[src/hdl/ewp_consts.svh]
`ifndef EWP_CONSTS_SVH
`define EWP_CONSTS_SVH

// Address byte preambles
`define EWP_PREAMBLE_MEM 4'hA
`define EWP_PREAMBLE_LOCK 4'h6
// Select bits of the reversible lock commands
`define EWP_SEL_SET_REV 3'h1
`define EWP_SEL_CLR_REV 3'h3
// Bits per byte before the acknowledge clock
`define EWP_BITS_PER_BYTE 4'h8
// Address bit that splits lower and upper half
`define EWP_UPPER_HALF_BIT 7
// Page geometry
`define EWP_PAGE_BYTES 16
`define EWP_ARRAY_BYTES 256
// Program cycle time, longest figure
`define EWP_PROG_TIME_NS 5000000
`define EWP_CLK_PERIOD_NS 4
`define EWP_PROG_CYCLES (`EWP_PROG_TIME_NS / `EWP_CLK_PERIOD_NS)
// Reset levels of idle bus lines
`define EWP_LINE_IDLE 1'h1

`endif

[src/hdl/ewp_pkg.sv]
package ewp_pkg;

	// Transfer phases
	typedef enum logic [2:0] {
		ST_IDLE = 3'b000,
		ST_ADDR = 3'b001,
		ST_WORD = 3'b010,
		ST_DATA = 3'b011,
		ST_IGNORE = 3'b100,
		ST_BUSY = 3'b101
	} ewp_fsm_t;

	// Write commands carried out by a program cycle
	typedef enum logic [2:0] {
		CMD_NONE = 3'b000,
		CMD_MEM = 3'b001,
		CMD_SET_PERM = 3'b010,
		CMD_SET_REV = 3'b011,
		CMD_CLR_REV = 3'b100
	} ewp_cmd_t;

	// Whole controller state
	typedef struct packed {
		ewp_fsm_t state;
		ewp_cmd_t cmd;
		logic scl_q;
		logic sda_q;
		logic [3:0] bit_cnt;
		logic ack_phase;
		logic ack_drive;
		logic [7:0] shreg;
		logic [7:0] addr;
		logic [15:0] mask;
		logic have_data;
		logic wp_latched;
		logic [23:0] prog_cnt;
		logic perm;
		logic rev;
	} ewp_state_t;

endpackage

[src/hdl/ewp_sync.sv]
// Three-stage synchroniser; output follows once stages two and three agree
module ewp_sync #(
	parameter int WIDTH = 1,
	parameter logic [WIDTH-1:0] RESET_VAL = '0
) (
	input wire logic clk_sys,
	input wire logic reset,
	input wire logic [WIDTH-1:0] async_in,
	output logic [WIDTH-1:0] sync_out
);

	// Stage chain and filtered output as one state word
	typedef struct packed {
		logic [WIDTH-1:0] stage1;
		logic [WIDTH-1:0] stage2;
		logic [WIDTH-1:0] stage3;
		logic [WIDTH-1:0] filtered;
	} ewp_sync_state_t;

	ewp_sync_state_t st;
	ewp_sync_state_t next_st;

	// Shift chain moves every clock; the filtered bit follows only when stages two and three agree
	always_comb begin
		next_st.stage1 = async_in;
		next_st.stage2 = st.stage1;
		next_st.stage3 = st.stage2;
		next_st.filtered = st.filtered;
		for (int i = 0; i < WIDTH; i++) begin
			if (st.stage2[i] == st.stage3[i]) begin
				next_st.filtered[i] = st.stage3[i];
			end
		end
	end

	// State register
	always_ff @(posedge clk_sys or posedge reset) begin
		if (reset) begin
			st <= {4{RESET_VAL}};
		end else begin
			st <= next_st;
		end
	end

	assign sync_out = st.filtered;

endmodule

[src/hdl/ewp_ctrl.sv]
`include "ewp_consts.svh"

// Operation
// - Device byte, word address, data byte, each acked, then a stop.
// - Stop after a write starts program cycle; bus ignored until it ends.
// - Protected writes are acknowledged but leave memory unchanged.
// - Page write takes up to sixteen data bytes, each acked, then stop.
// - Each data byte advances only the low four address bits.
// - Address wraps inside the page; excess bytes overwrite earlier ones.
// - Address byte is acknowledged only after the program cycle ends.
// - Lock bits guard 00H to 7FH; protect pin guards the whole array.
// - Preamble 0110, matching straps and write bit set permanent lock.
// - Once set, permanent lock refuses every 0110 byte and never clears.
// - Byte 01100010, straps 2,1 low, high voltage: set reversible lock.
// - 01100110, strap 2 low, 1 high, high voltage: clear reversible lock.
// - Protect pin high blocks writes to the whole array.
// - Protect pin high blocks programming of both lock bits.
// - With pin low, any lock limits writes to 80H to FFH.
// - Permanent lock query is refused when that lock is set.
// - Reversible lock query is refused when that lock is set.
// - Set permanent lock acked and programmed only while it is clear.
// - Set reversible lock acked and programmed only while it is clear.
// - Clear reversible lock acked and done only without permanent lock.
// - Acknowledge drives data low through the ninth clock.
// - Memory address byte is 1010, three strap bits, then direction bit.
module ewp_ctrl
	import ewp_pkg::*;
#(
	parameter int PROG_CYCLES = `EWP_PROG_CYCLES,
	parameter int PAGE_BYTES = `EWP_PAGE_BYTES,
	parameter int ARRAY_BYTES = `EWP_ARRAY_BYTES
) (
	input wire logic clk_sys,
	input wire logic reset,
	input wire logic scl,
	input wire logic sda_in,
	output logic sda_out,
	output logic sda_oe,
	input wire logic strap_pin_0,
	input wire logic strap_pin_1,
	input wire logic strap_pin_2,
	input wire logic high_voltage_level,
	input wire logic write_protect,
	input wire logic [7:0] mem_rd_addr,
	output logic [7:0] mem_rd_data,
	output logic program_busy,
	output logic permanent_lock_bit,
	output logic reversible_lock_bit
);

	localparam logic [23:0] PROG_LAST = 24'(PROG_CYCLES - 1);

	ewp_state_t st;
	ewp_state_t next_st;
	logic [7:0] mem [ARRAY_BYTES];
	logic [7:0] page [PAGE_BYTES];
	logic scl_s;
	logic sda_s;
	logic wp_s;
	logic hv_s;
	logic [2:0] strap_s;
	logic scl_rise;
	logic scl_fall;
	logic start_ev;
	logic stop_ev;
	logic byte_done;
	logic buf_we;
	logic mem_commit;
	logic mem_we;

	// True when the stored target of a memory write may not change
	function automatic logic is_blocked(input logic wp, input logic perm,
			input logic rev, input logic [7:0] a);
		is_blocked = wp | ((perm | rev) & ~a[`EWP_UPPER_HALF_BIT]);
	endfunction

	// Bus lines sampled into the system clock
	ewp_sync #(.WIDTH(2),
		.RESET_VAL({`EWP_LINE_IDLE, `EWP_LINE_IDLE})) u_bus_sync (
		.clk_sys(clk_sys),
		.reset(reset),
		.async_in({scl, sda_in}),
		.sync_out({scl_s, sda_s})
	);

	// Strap pins, protect pin and high voltage flag
	ewp_sync #(.WIDTH(5), .RESET_VAL(5'h00)) u_pin_sync (
		.clk_sys(clk_sys),
		.reset(reset),
		.async_in({write_protect, high_voltage_level, strap_pin_2,
			strap_pin_1, strap_pin_0}),
		.sync_out({wp_s, hv_s, strap_s})
	);

	// Bus conditions from sampled lines
	assign scl_rise = scl_s & ~st.scl_q;
	assign scl_fall = ~scl_s & st.scl_q;
	assign start_ev = scl_s & st.scl_q & st.sda_q & ~sda_s;
	assign stop_ev = scl_s & st.scl_q & ~st.sda_q & sda_s;

	// Next state of the transfer engine
	always_comb begin
		next_st = st;
		byte_done = 1'b0;
		buf_we = 1'b0;
		mem_commit = 1'b0;
		next_st.scl_q = scl_s;
		next_st.sda_q = sda_s;
		if (st.state == ST_BUSY) begin
			// Self-timed cycle; bus is not looked at
			next_st.prog_cnt = st.prog_cnt + 24'h000001;
			if (st.prog_cnt == PROG_LAST) begin
				mem_commit = 1'b1;
				next_st.state = ST_IDLE;
				next_st.mask = 16'h0000;
				if (!st.wp_latched) begin
					case (st.cmd)
						CMD_SET_PERM: next_st.perm = 1'b1;
						CMD_SET_REV: next_st.rev = 1'b1;
						CMD_CLR_REV: begin
							if (!st.perm) begin
								next_st.rev = 1'b0;
							end
						end
						default: ;
					endcase
				end
				next_st.cmd = CMD_NONE;
			end
		end else if (start_ev) begin
			next_st.state = ST_ADDR;
			next_st.bit_cnt = 4'h0;
			next_st.ack_phase = 1'b0;
			next_st.ack_drive = 1'b0;
			next_st.have_data = 1'b0;
			next_st.mask = 16'h0000;
			next_st.cmd = CMD_NONE;
		end else if (stop_ev) begin
			next_st.ack_drive = 1'b0;
			next_st.ack_phase = 1'b0;
			if (st.state == ST_DATA && st.have_data) begin
				next_st.state = ST_BUSY;
				next_st.prog_cnt = 24'h000000;
				next_st.wp_latched = wp_s;
			end else begin
				next_st.state = ST_IDLE;
			end
		end else if (scl_fall && st.ack_phase) begin
			// End of the ninth clock releases the line
			next_st.ack_phase = 1'b0;
			next_st.ack_drive = 1'b0;
			next_st.bit_cnt = 4'h0;
		end else if (st.state == ST_ADDR || st.state == ST_WORD ||
				st.state == ST_DATA) begin
			if (scl_rise && st.bit_cnt != `EWP_BITS_PER_BYTE) begin
				next_st.shreg = {st.shreg[6:0], sda_s};
				next_st.bit_cnt = st.bit_cnt + 4'h1;
			end else if (scl_fall && st.bit_cnt == `EWP_BITS_PER_BYTE) begin
				byte_done = 1'b1;
				next_st.ack_phase = 1'b1;
				next_st.ack_drive = 1'b1;
				case (st.state)
					ST_ADDR: begin
						next_st.ack_drive = 1'b0;
						next_st.state = ST_IGNORE;
						if (st.shreg[7:4] == `EWP_PREAMBLE_MEM &&
								st.shreg[3:1] == strap_s) begin
							next_st.ack_drive = 1'b1;
							next_st.cmd = CMD_MEM;
							next_st.state = st.shreg[0] ? ST_IGNORE : ST_WORD;
						end else if (st.shreg[7:4] == `EWP_PREAMBLE_LOCK &&
								!st.perm) begin
							if (hv_s) begin
								if (st.shreg[3:1] == `EWP_SEL_SET_REV &&
										strap_s[2:1] == 2'h0 && !st.rev) begin
									next_st.ack_drive = 1'b1;
									if (!st.shreg[0]) begin
										next_st.cmd = CMD_SET_REV;
										next_st.state = ST_WORD;
									end
								end else if (st.shreg[3:1] == `EWP_SEL_CLR_REV &&
										strap_s[2:1] == 2'h1 && !st.shreg[0]) begin
									next_st.ack_drive = 1'b1;
									next_st.cmd = CMD_CLR_REV;
									next_st.state = ST_WORD;
								end
							end else if (st.shreg[3:1] == strap_s) begin
								next_st.ack_drive = 1'b1;
								if (!st.shreg[0]) begin
									next_st.cmd = CMD_SET_PERM;
									next_st.state = ST_WORD;
								end
							end
						end
					end
					ST_WORD: begin
						next_st.addr = st.shreg;
						next_st.state = ST_DATA;
					end
					ST_DATA: begin
						next_st.have_data = 1'b1;
						if (st.cmd == CMD_MEM) begin
							buf_we = 1'b1;
							next_st.mask[st.addr[3:0]] = 1'b1;
							next_st.addr = {st.addr[7:4],
								st.addr[3:0] + 4'h1};
						end
					end
					default: ;
				endcase
			end
		end
	end

	// Memory changes only when unprotected at the end of the cycle
	assign mem_we = mem_commit && st.cmd == CMD_MEM &&
		!is_blocked(st.wp_latched, st.perm, st.rev, st.addr);

	// State register
	always_ff @(posedge clk_sys or posedge reset) begin
		if (reset) begin
			st <= '{state: ST_IDLE, cmd: CMD_NONE, scl_q: `EWP_LINE_IDLE,
				sda_q: `EWP_LINE_IDLE, default: '0};
		end else begin
			st <= next_st;
		end
	end

	// Page buffer loads one byte per acknowledged data byte of a memory write
	always_ff @(posedge clk_sys) begin
		if (buf_we) begin
			page[st.addr[3:0]] <= st.shreg;
		end
	end

	// Array update and observation read port
	always_ff @(posedge clk_sys) begin
		if (mem_we) begin
			for (int i = 0; i < PAGE_BYTES; i++) begin
				if (st.mask[i]) begin
					mem[{st.addr[7:4], 4'(i)}] <= page[i];
				end
			end
		end
		mem_rd_data <= mem[mem_rd_addr];
	end

	// Open-drain data line: only ever pulls low
	assign sda_out = 1'b0;
	assign sda_oe = st.ack_drive;
	assign program_busy = (st.state == ST_BUSY);
	assign permanent_lock_bit = st.perm;
	assign reversible_lock_bit = st.rev;

	// Checks
	property p_busy_silent;
		@(posedge clk_sys) disable iff (reset)
		st.state == ST_BUSY |-> !sda_oe;
	endproperty
	a_busy_silent: assert property (p_busy_silent)
		else $error("data line driven during program cycle");

	property p_stop_prog;
		@(posedge clk_sys) disable iff (reset)
		(stop_ev && st.state == ST_DATA && st.have_data) |=>
			(program_busy && st.prog_cnt == 24'h000000);
	endproperty
	a_stop_prog: assert property (p_stop_prog)
		else $error("write stop did not start program cycle");

	property p_busy_hold;
		@(posedge clk_sys) disable iff (reset)
		$rose(program_busy) |-> program_busy [*8];
	endproperty
	a_busy_hold: assert property (p_busy_hold)
		else $error("program cycle ended too early");

	property p_page_wrap;
		@(posedge clk_sys) disable iff (reset)
		buf_we |=> (st.addr[3:0] == $past(st.addr[3:0]) + 4'h1) &&
			(st.addr[7:4] == $past(st.addr[7:4]));
	endproperty
	a_page_wrap: assert property (p_page_wrap)
		else $error("word address stepped outside its page");

	property p_perm_nack;
		@(posedge clk_sys) disable iff (reset)
		(byte_done && st.state == ST_ADDR && st.perm &&
			st.shreg[7:4] == `EWP_PREAMBLE_LOCK) |=> !sda_oe;
	endproperty
	a_perm_nack: assert property (p_perm_nack)
		else $error("lock preamble acknowledged after permanent lock");

	property p_mem_ack;
		@(posedge clk_sys) disable iff (reset)
		(byte_done && st.state == ST_ADDR && st.shreg[3:1] == strap_s &&
			st.shreg[7:4] == `EWP_PREAMBLE_MEM) |=> sda_oe && !sda_out;
	endproperty
	a_mem_ack: assert property (p_mem_ack)
		else $error("matching memory address byte not acknowledged");

	property p_data_ack;
		@(posedge clk_sys) disable iff (reset)
		(byte_done && st.state == ST_DATA) |=> sda_oe until scl_fall;
	endproperty
	a_data_ack: assert property (p_data_ack)
		else $error("data byte acknowledge dropped early");

	property p_protect_mem;
		@(posedge clk_sys) disable iff (reset)
		mem_we |-> !st.wp_latched &&
			(st.addr[`EWP_UPPER_HALF_BIT] || !(st.perm || st.rev));
	endproperty
	a_protect_mem: assert property (p_protect_mem)
		else $error("protected page was written");

	property p_wp_locks;
		@(posedge clk_sys) disable iff (reset)
		(st.state == ST_BUSY && st.wp_latched) |=>
			$stable(st.perm) && $stable(st.rev);
	endproperty
	a_wp_locks: assert property (p_wp_locks)
		else $error("lock bit changed with protect pin high");

	property p_perm_sticky;
		@(posedge clk_sys) disable iff (reset)
		st.perm |=> st.perm;
	endproperty
	a_perm_sticky: assert property (p_perm_sticky)
		else $error("permanent lock cleared");

	property p_rev_clear;
		@(posedge clk_sys) disable iff (reset)
		$fell(st.rev) |-> !st.perm && !$past(st.wp_latched);
	endproperty
	a_rev_clear: assert property (p_rev_clear)
		else $error("reversible lock cleared while barred");

endmodule

[config.mk]
export PLATFORM = sky130hd
export DESIGN_NAME = ewp_ctrl
export DESIGN_NICKNAME = d
export VERILOG_FILES = /design/src/hdl/ewp_pkg.sv /design/src/hdl/ewp_sync.sv /design/src/hdl/ewp_ctrl.sv
export VERILOG_INCLUDE_DIRS = /design/src /design/src/hdl
export SDC_FILE = /design/constraint.sdc
export NUM_CORES = 2
export LEC_CHECK = 0
export ABC_AREA = 1
export ABC_CLOCK_PERIOD_IN_PS = 4780
export BUFFER_PORTS_ARGS = -buffer_cell sky130_fd_sc_hd__buf_2
export CELL_PAD_IN_SITES_DETAIL_PLACEMENT = 1
export CELL_PAD_IN_SITES_GLOBAL_PLACEMENT = 2
export CORE_ASPECT_RATIO = 1.5
export CORE_UTILIZATION = 44
export DETAILED_ROUTE_END_ITERATION = 8
export PLACE_DENSITY = 0.85
export SLEW_MARGIN = 20
export SYNTH_ARGS = -nofsm -noshare
export SYNTH_HDL_FRONTEND = slang
export SYNTH_SLANG_ARGS = --single-unit
[constraint.sdc]
create_clock -name clk_sys -period 4.78 [get_ports clk_sys]
set_clock_uncertainty 0.15 [all_clocks]
set_input_delay 0.956 -clock clk_sys [delete_from_list [all_inputs] [get_ports clk_sys]]
set_output_delay 0.956 -clock clk_sys [all_outputs]
set_load 0.005 [all_outputs]
==> out/qor_table.md <==
| Quantity | This run |
|:---|:---|
| Run status | finished, final reports clean |
| CTS tree | built |
| Layout-stage area growth over the synthesis result | 12.59% |
| Final count of hold timing violations | 0 |
| Detail-routed net length per standard cell | 34.95 microns |
| Post-CTS setup-driven buffer insertion count | 0 |
| Number of DRC violations after detailed routing | 0 |
| Count of input and output buffers | 28 |
| Sequential Area | 68,070 sq um |
| Crit path buf inv count | 3 |
| DRC marker count from the first detailed-route iteration | 10,220 |
| Hold Slack | 0.04798 ns |
| Fin crit period | 3.868 ns |
| Final-layout fill cell count | 21,350 |
| Crit path required time | 5.10 ns |
| Number of global-route vias before repair | 67,740 |
| Hold-fix buffers, CTS | 2 |
| Top_reg_cell synth | sky130_fd_sc_hd__edfxtp_1 |
| Sum of negative setup slack | 0 ns |
| Register-to-Register Path Depth | 8 |
| Largest delay share family, worst path | simple AND/OR/NAND/NOR gates |
| Max stage delay on crit path | 1.07 ns |
| Initial core utilization | 0.4426 |
| Areal power density over the cells | 395.3 nW/um^2 |
| Area of the multi-input gates | 21,210 sq um |
| CP max FO | 12 |
| Total vias in the final route | 68,280 |
| Clock latency on the worst-skew pair | 0.89 ns |
| Cell Area, Synth | 92,070 sq um |
| Number of distinct library cells after synthesis | 49 |
| Fraction of layout cells with a size suffix above 1 | 0.09572 |
| Crit path launch type | flop |
| Final setup vio count | 0 |
| Antenna violations before repair | 44 |
| Post-synth EDFFs | 2,176 |
| Depth of the CTS H-tree | 4 |
| Avg Vias per Cell | 6.319 |
| Syn avg cell area | 12.00 sq um |
| Final weighted congestion in routability-driven placement | 0.9471 |
| Critical-path cell list | inv_1 > nand4_1 > nor3_1 > nand3_1 > inv_2 > buf_4 > nand4_4 > nor2_1 |
| Leakage power figure | 35.76 nW |
| Clock buffers created by TritonCTS | 211 |
| Max-cap violations | 0 |
| GRT Overall Usage | 0.3535 |
| Total number of clock tree sinks | 2,286 |
| Std-Cell Rows | 205 |
| Share of synthesized registers carrying an async set or reset | 0.04462 |
| Flops & latches, synth | 2,286 |
| Setup repair after global routing missed its margin | false |
| Placed wire-length estimate | 242,900 microns |
| Utilization of the core after routing | 0.4983 |
| Total number of cells along the worst setup path | 8 |
| Count of pins over their slew limit | 0 |
| Cells after synthesis | 7,674 |
| Critical Path AT | 4.18 ns |
| Peak clock frequency supported by timing | 258.5 MHz |
| Final Cycle Share | 0.8093 |
| First-pass GRT wire length | 519,400 microns |
| Tightest slew margin relative to the limit | 0.1332 |
| Boundary Pins | 30 |
| Number of detailed-routing iterations run before antenna repair | 6 |
| Leftover overflow at the end of global routing | 0 |
| Chip Width | 375.5 microns |
| Syn nets | 7,698 |
| Height of the die | 562.2 microns |
| Maximum clock path buffer count | 4 |
| Sum of routed wire length over all layers | 377,600 microns |
| CP Capture Type | flop |
| Core Box Area | 208,000 sq um |
| Die area | 211,100 sq um |
| Largest voltage drop on the vdd net | 0.0002965 V |
| Count of nets after finishing | 7,831 |
| Cell at the root of the clock tree | sky130_fd_sc_hd__clkbuf_16 |
| Number of routed nets with antenna violations | 0 |
| Setup CP Type | flop to flop |
| Slowest cell on crit path | sky130_fd_sc_hd__nor2_1 |
| Worst hold path cell count | 1 |
| Resized cells post-CTS | 0 |
| Pin count of the biggest net entering global routing | 145 |
| Type of the tightest min-delay check | input port to flop |
| Clock edge transition at the registers on the reported setup and hold paths | 0.06 ns |
| Transition at the pin with the smallest max-transition slack | 1.297 ns |
| Seq/Total Area, Yosys | 0.7393 |
| Warning count from the yosys run | 0 |
[final cells by class]
cell class | instances | share of cell area
flip-flops and latches | 2286 | 0.6567
multi-input cells | 4781 | 0.2046
clock buffers | 255 | 0.05375
repair buffers | 417 | 0.03506
well taps | 2794 | 0.03372
clock inverters | 122 | 0.01094
inverters | 110 | 0.004249
diodes | 40 | 0.0009656
[power by group]
| group | total (mW) | switching [mW] | internal, mW | leakage, nW |
|---|---|---|---|---|
| combinational | 2.29 | 1.74 | 0.551 | 13.1 |
| sequential | 21.7 | 0.0566 | 21.7 | 19.4 |
| clock | 17.0 | 7.62 | 9.36 | 3.25 |
[cells in the final DEF, fill, tap and decap left out, drive strengths merged, types with 8 or more instances in the layout]
master    count
a211oi       16
a21oi        17
buf         414
bufinv       20
clkbuf      256
clkinv       85
clkinvlp     15
dfrtp        92
dfstp        10
dfxtp         8
diode        40
edfxtp     2176
inv         112
nand2      2218
nand3      2065
nand4        22
nor2        320
nor3         17
o21ai        61
[cell usage after synthesis (7+ instances only)]
master | n | area share
sky130_fd_sc_hd__a211oi_1 | 16 | 0.0013
sky130_fd_sc_hd__a21oi_1 | 16 | 0.00087
sky130_fd_sc_hd__buf_1 | 36 | 0.0015
sky130_fd_sc_hd__buf_2 | 287 | 0.016
sky130_fd_sc_hd__buf_4 | 14 | 0.0011
sky130_fd_sc_hd__buf_6 | 11 | 0.0013
sky130_fd_sc_hd__clkbuf_1 | 148 | 0.0060
sky130_fd_sc_hd__dfrtp_1 | 92 | 0.025
sky130_fd_sc_hd__dfstp_2 | 10 | 0.0029
sky130_fd_sc_hd__dfxtp_1 | 8 | 0.0017
sky130_fd_sc_hd__edfxtp_1 | 2176 | 0.71
sky130_fd_sc_hd__ha_1 | 7 | 0.00095
sky130_fd_sc_hd__inv_1 | 103 | 0.0042
sky130_fd_sc_hd__inv_2 | 7 | 0.00029
sky130_fd_sc_hd__maj3_1 | 7 | 0.00076
sky130_fd_sc_hd__nand2_1 | 2217 | 0.090
sky130_fd_sc_hd__nand3_1 | 2064 | 0.11
sky130_fd_sc_hd__nand4_1 | 11 | 0.00075
sky130_fd_sc_hd__nand4_4 | 10 | 0.0023
sky130_fd_sc_hd__nor2_1 | 312 | 0.013
sky130_fd_sc_hd__nor3_1 | 14 | 0.00076
sky130_fd_sc_hd__o21ai_0 | 54 | 0.0029
[stage by stage]
step	area, sq um	cells	worst slack (ns)	total power [mW]
5_1_grt	103600	10770	0.8212	41.66
4_1_cts	103600	10770	0.9752	40.90
2_1_floorplan	92070	7674	1.015	23.37
6_report	103700	10810	0.9116	40.98
3_3_place_gp	96830	10390	0.6598	24.27
3_5_place_dp	96830	10390	0.6618	24.33
[state kept, by name (all words and copies together), names as in the netlist, 2 cells and up]
signal and count:
mem 2048, mem_rd_data 8, page 128, st 71, u_bus_sync.next_st 4, u_bus_sync.st 2
u_bus_sync.sync_out 2, u_pin_sync.next_st 10, u_pin_sync.st 5, u_pin_sync.sync_out 5
[worst reg2reg max path, delay by kind of cell, from the launching register on]
family | cells | cell delay (ns)
buf+inv | 3 | 0.80
simple gates | 5 | 2.14
flops | 1 | 0.38
[path summary, 6_finish.rpt]
path	from	endpoint	slack, ns
min	strap_pin_2	u_pin_sync.next_st[12]	0.05
max in group asynchronous	reset	st[20]	3.33
min reg2reg	u_pin_sync.next_st[11]	u_pin_sync.next_st[6]	0.20
min in group asynchronous	reset	u_pin_sync.sync_out[1]	0.17
max reg2reg	st[20]	mem[10][3]	0.91
max	st[20]	mem[10][3]	0.91
[routing by layer]
layer	vias to the layer above	GRT usage	wire [microns]
met5	-	0	64
met4	10	0.2879	35470
met3	1451	0.06782	38680
met2	4795	0.5620	176800
met1	34530	0.4196	126600
li1	27500	-	-
[cell families after synthesis]
logic type               Yosys count  synth area share
AO/OA/AOI/OAI                    113          0.007162
XOR/XNOR                           3         0.0002854
adder cells (fa/ha/maj)           14          0.001712
buffers and inverters            607           0.03029
flip-flops                      2286            0.7393
multiplexers                       2         0.0002175
other                              1        0.00004073
AND/OR/NAND/NOR                 4648            0.2210
No activity file was read; power rests on OpenSTA's default activity.
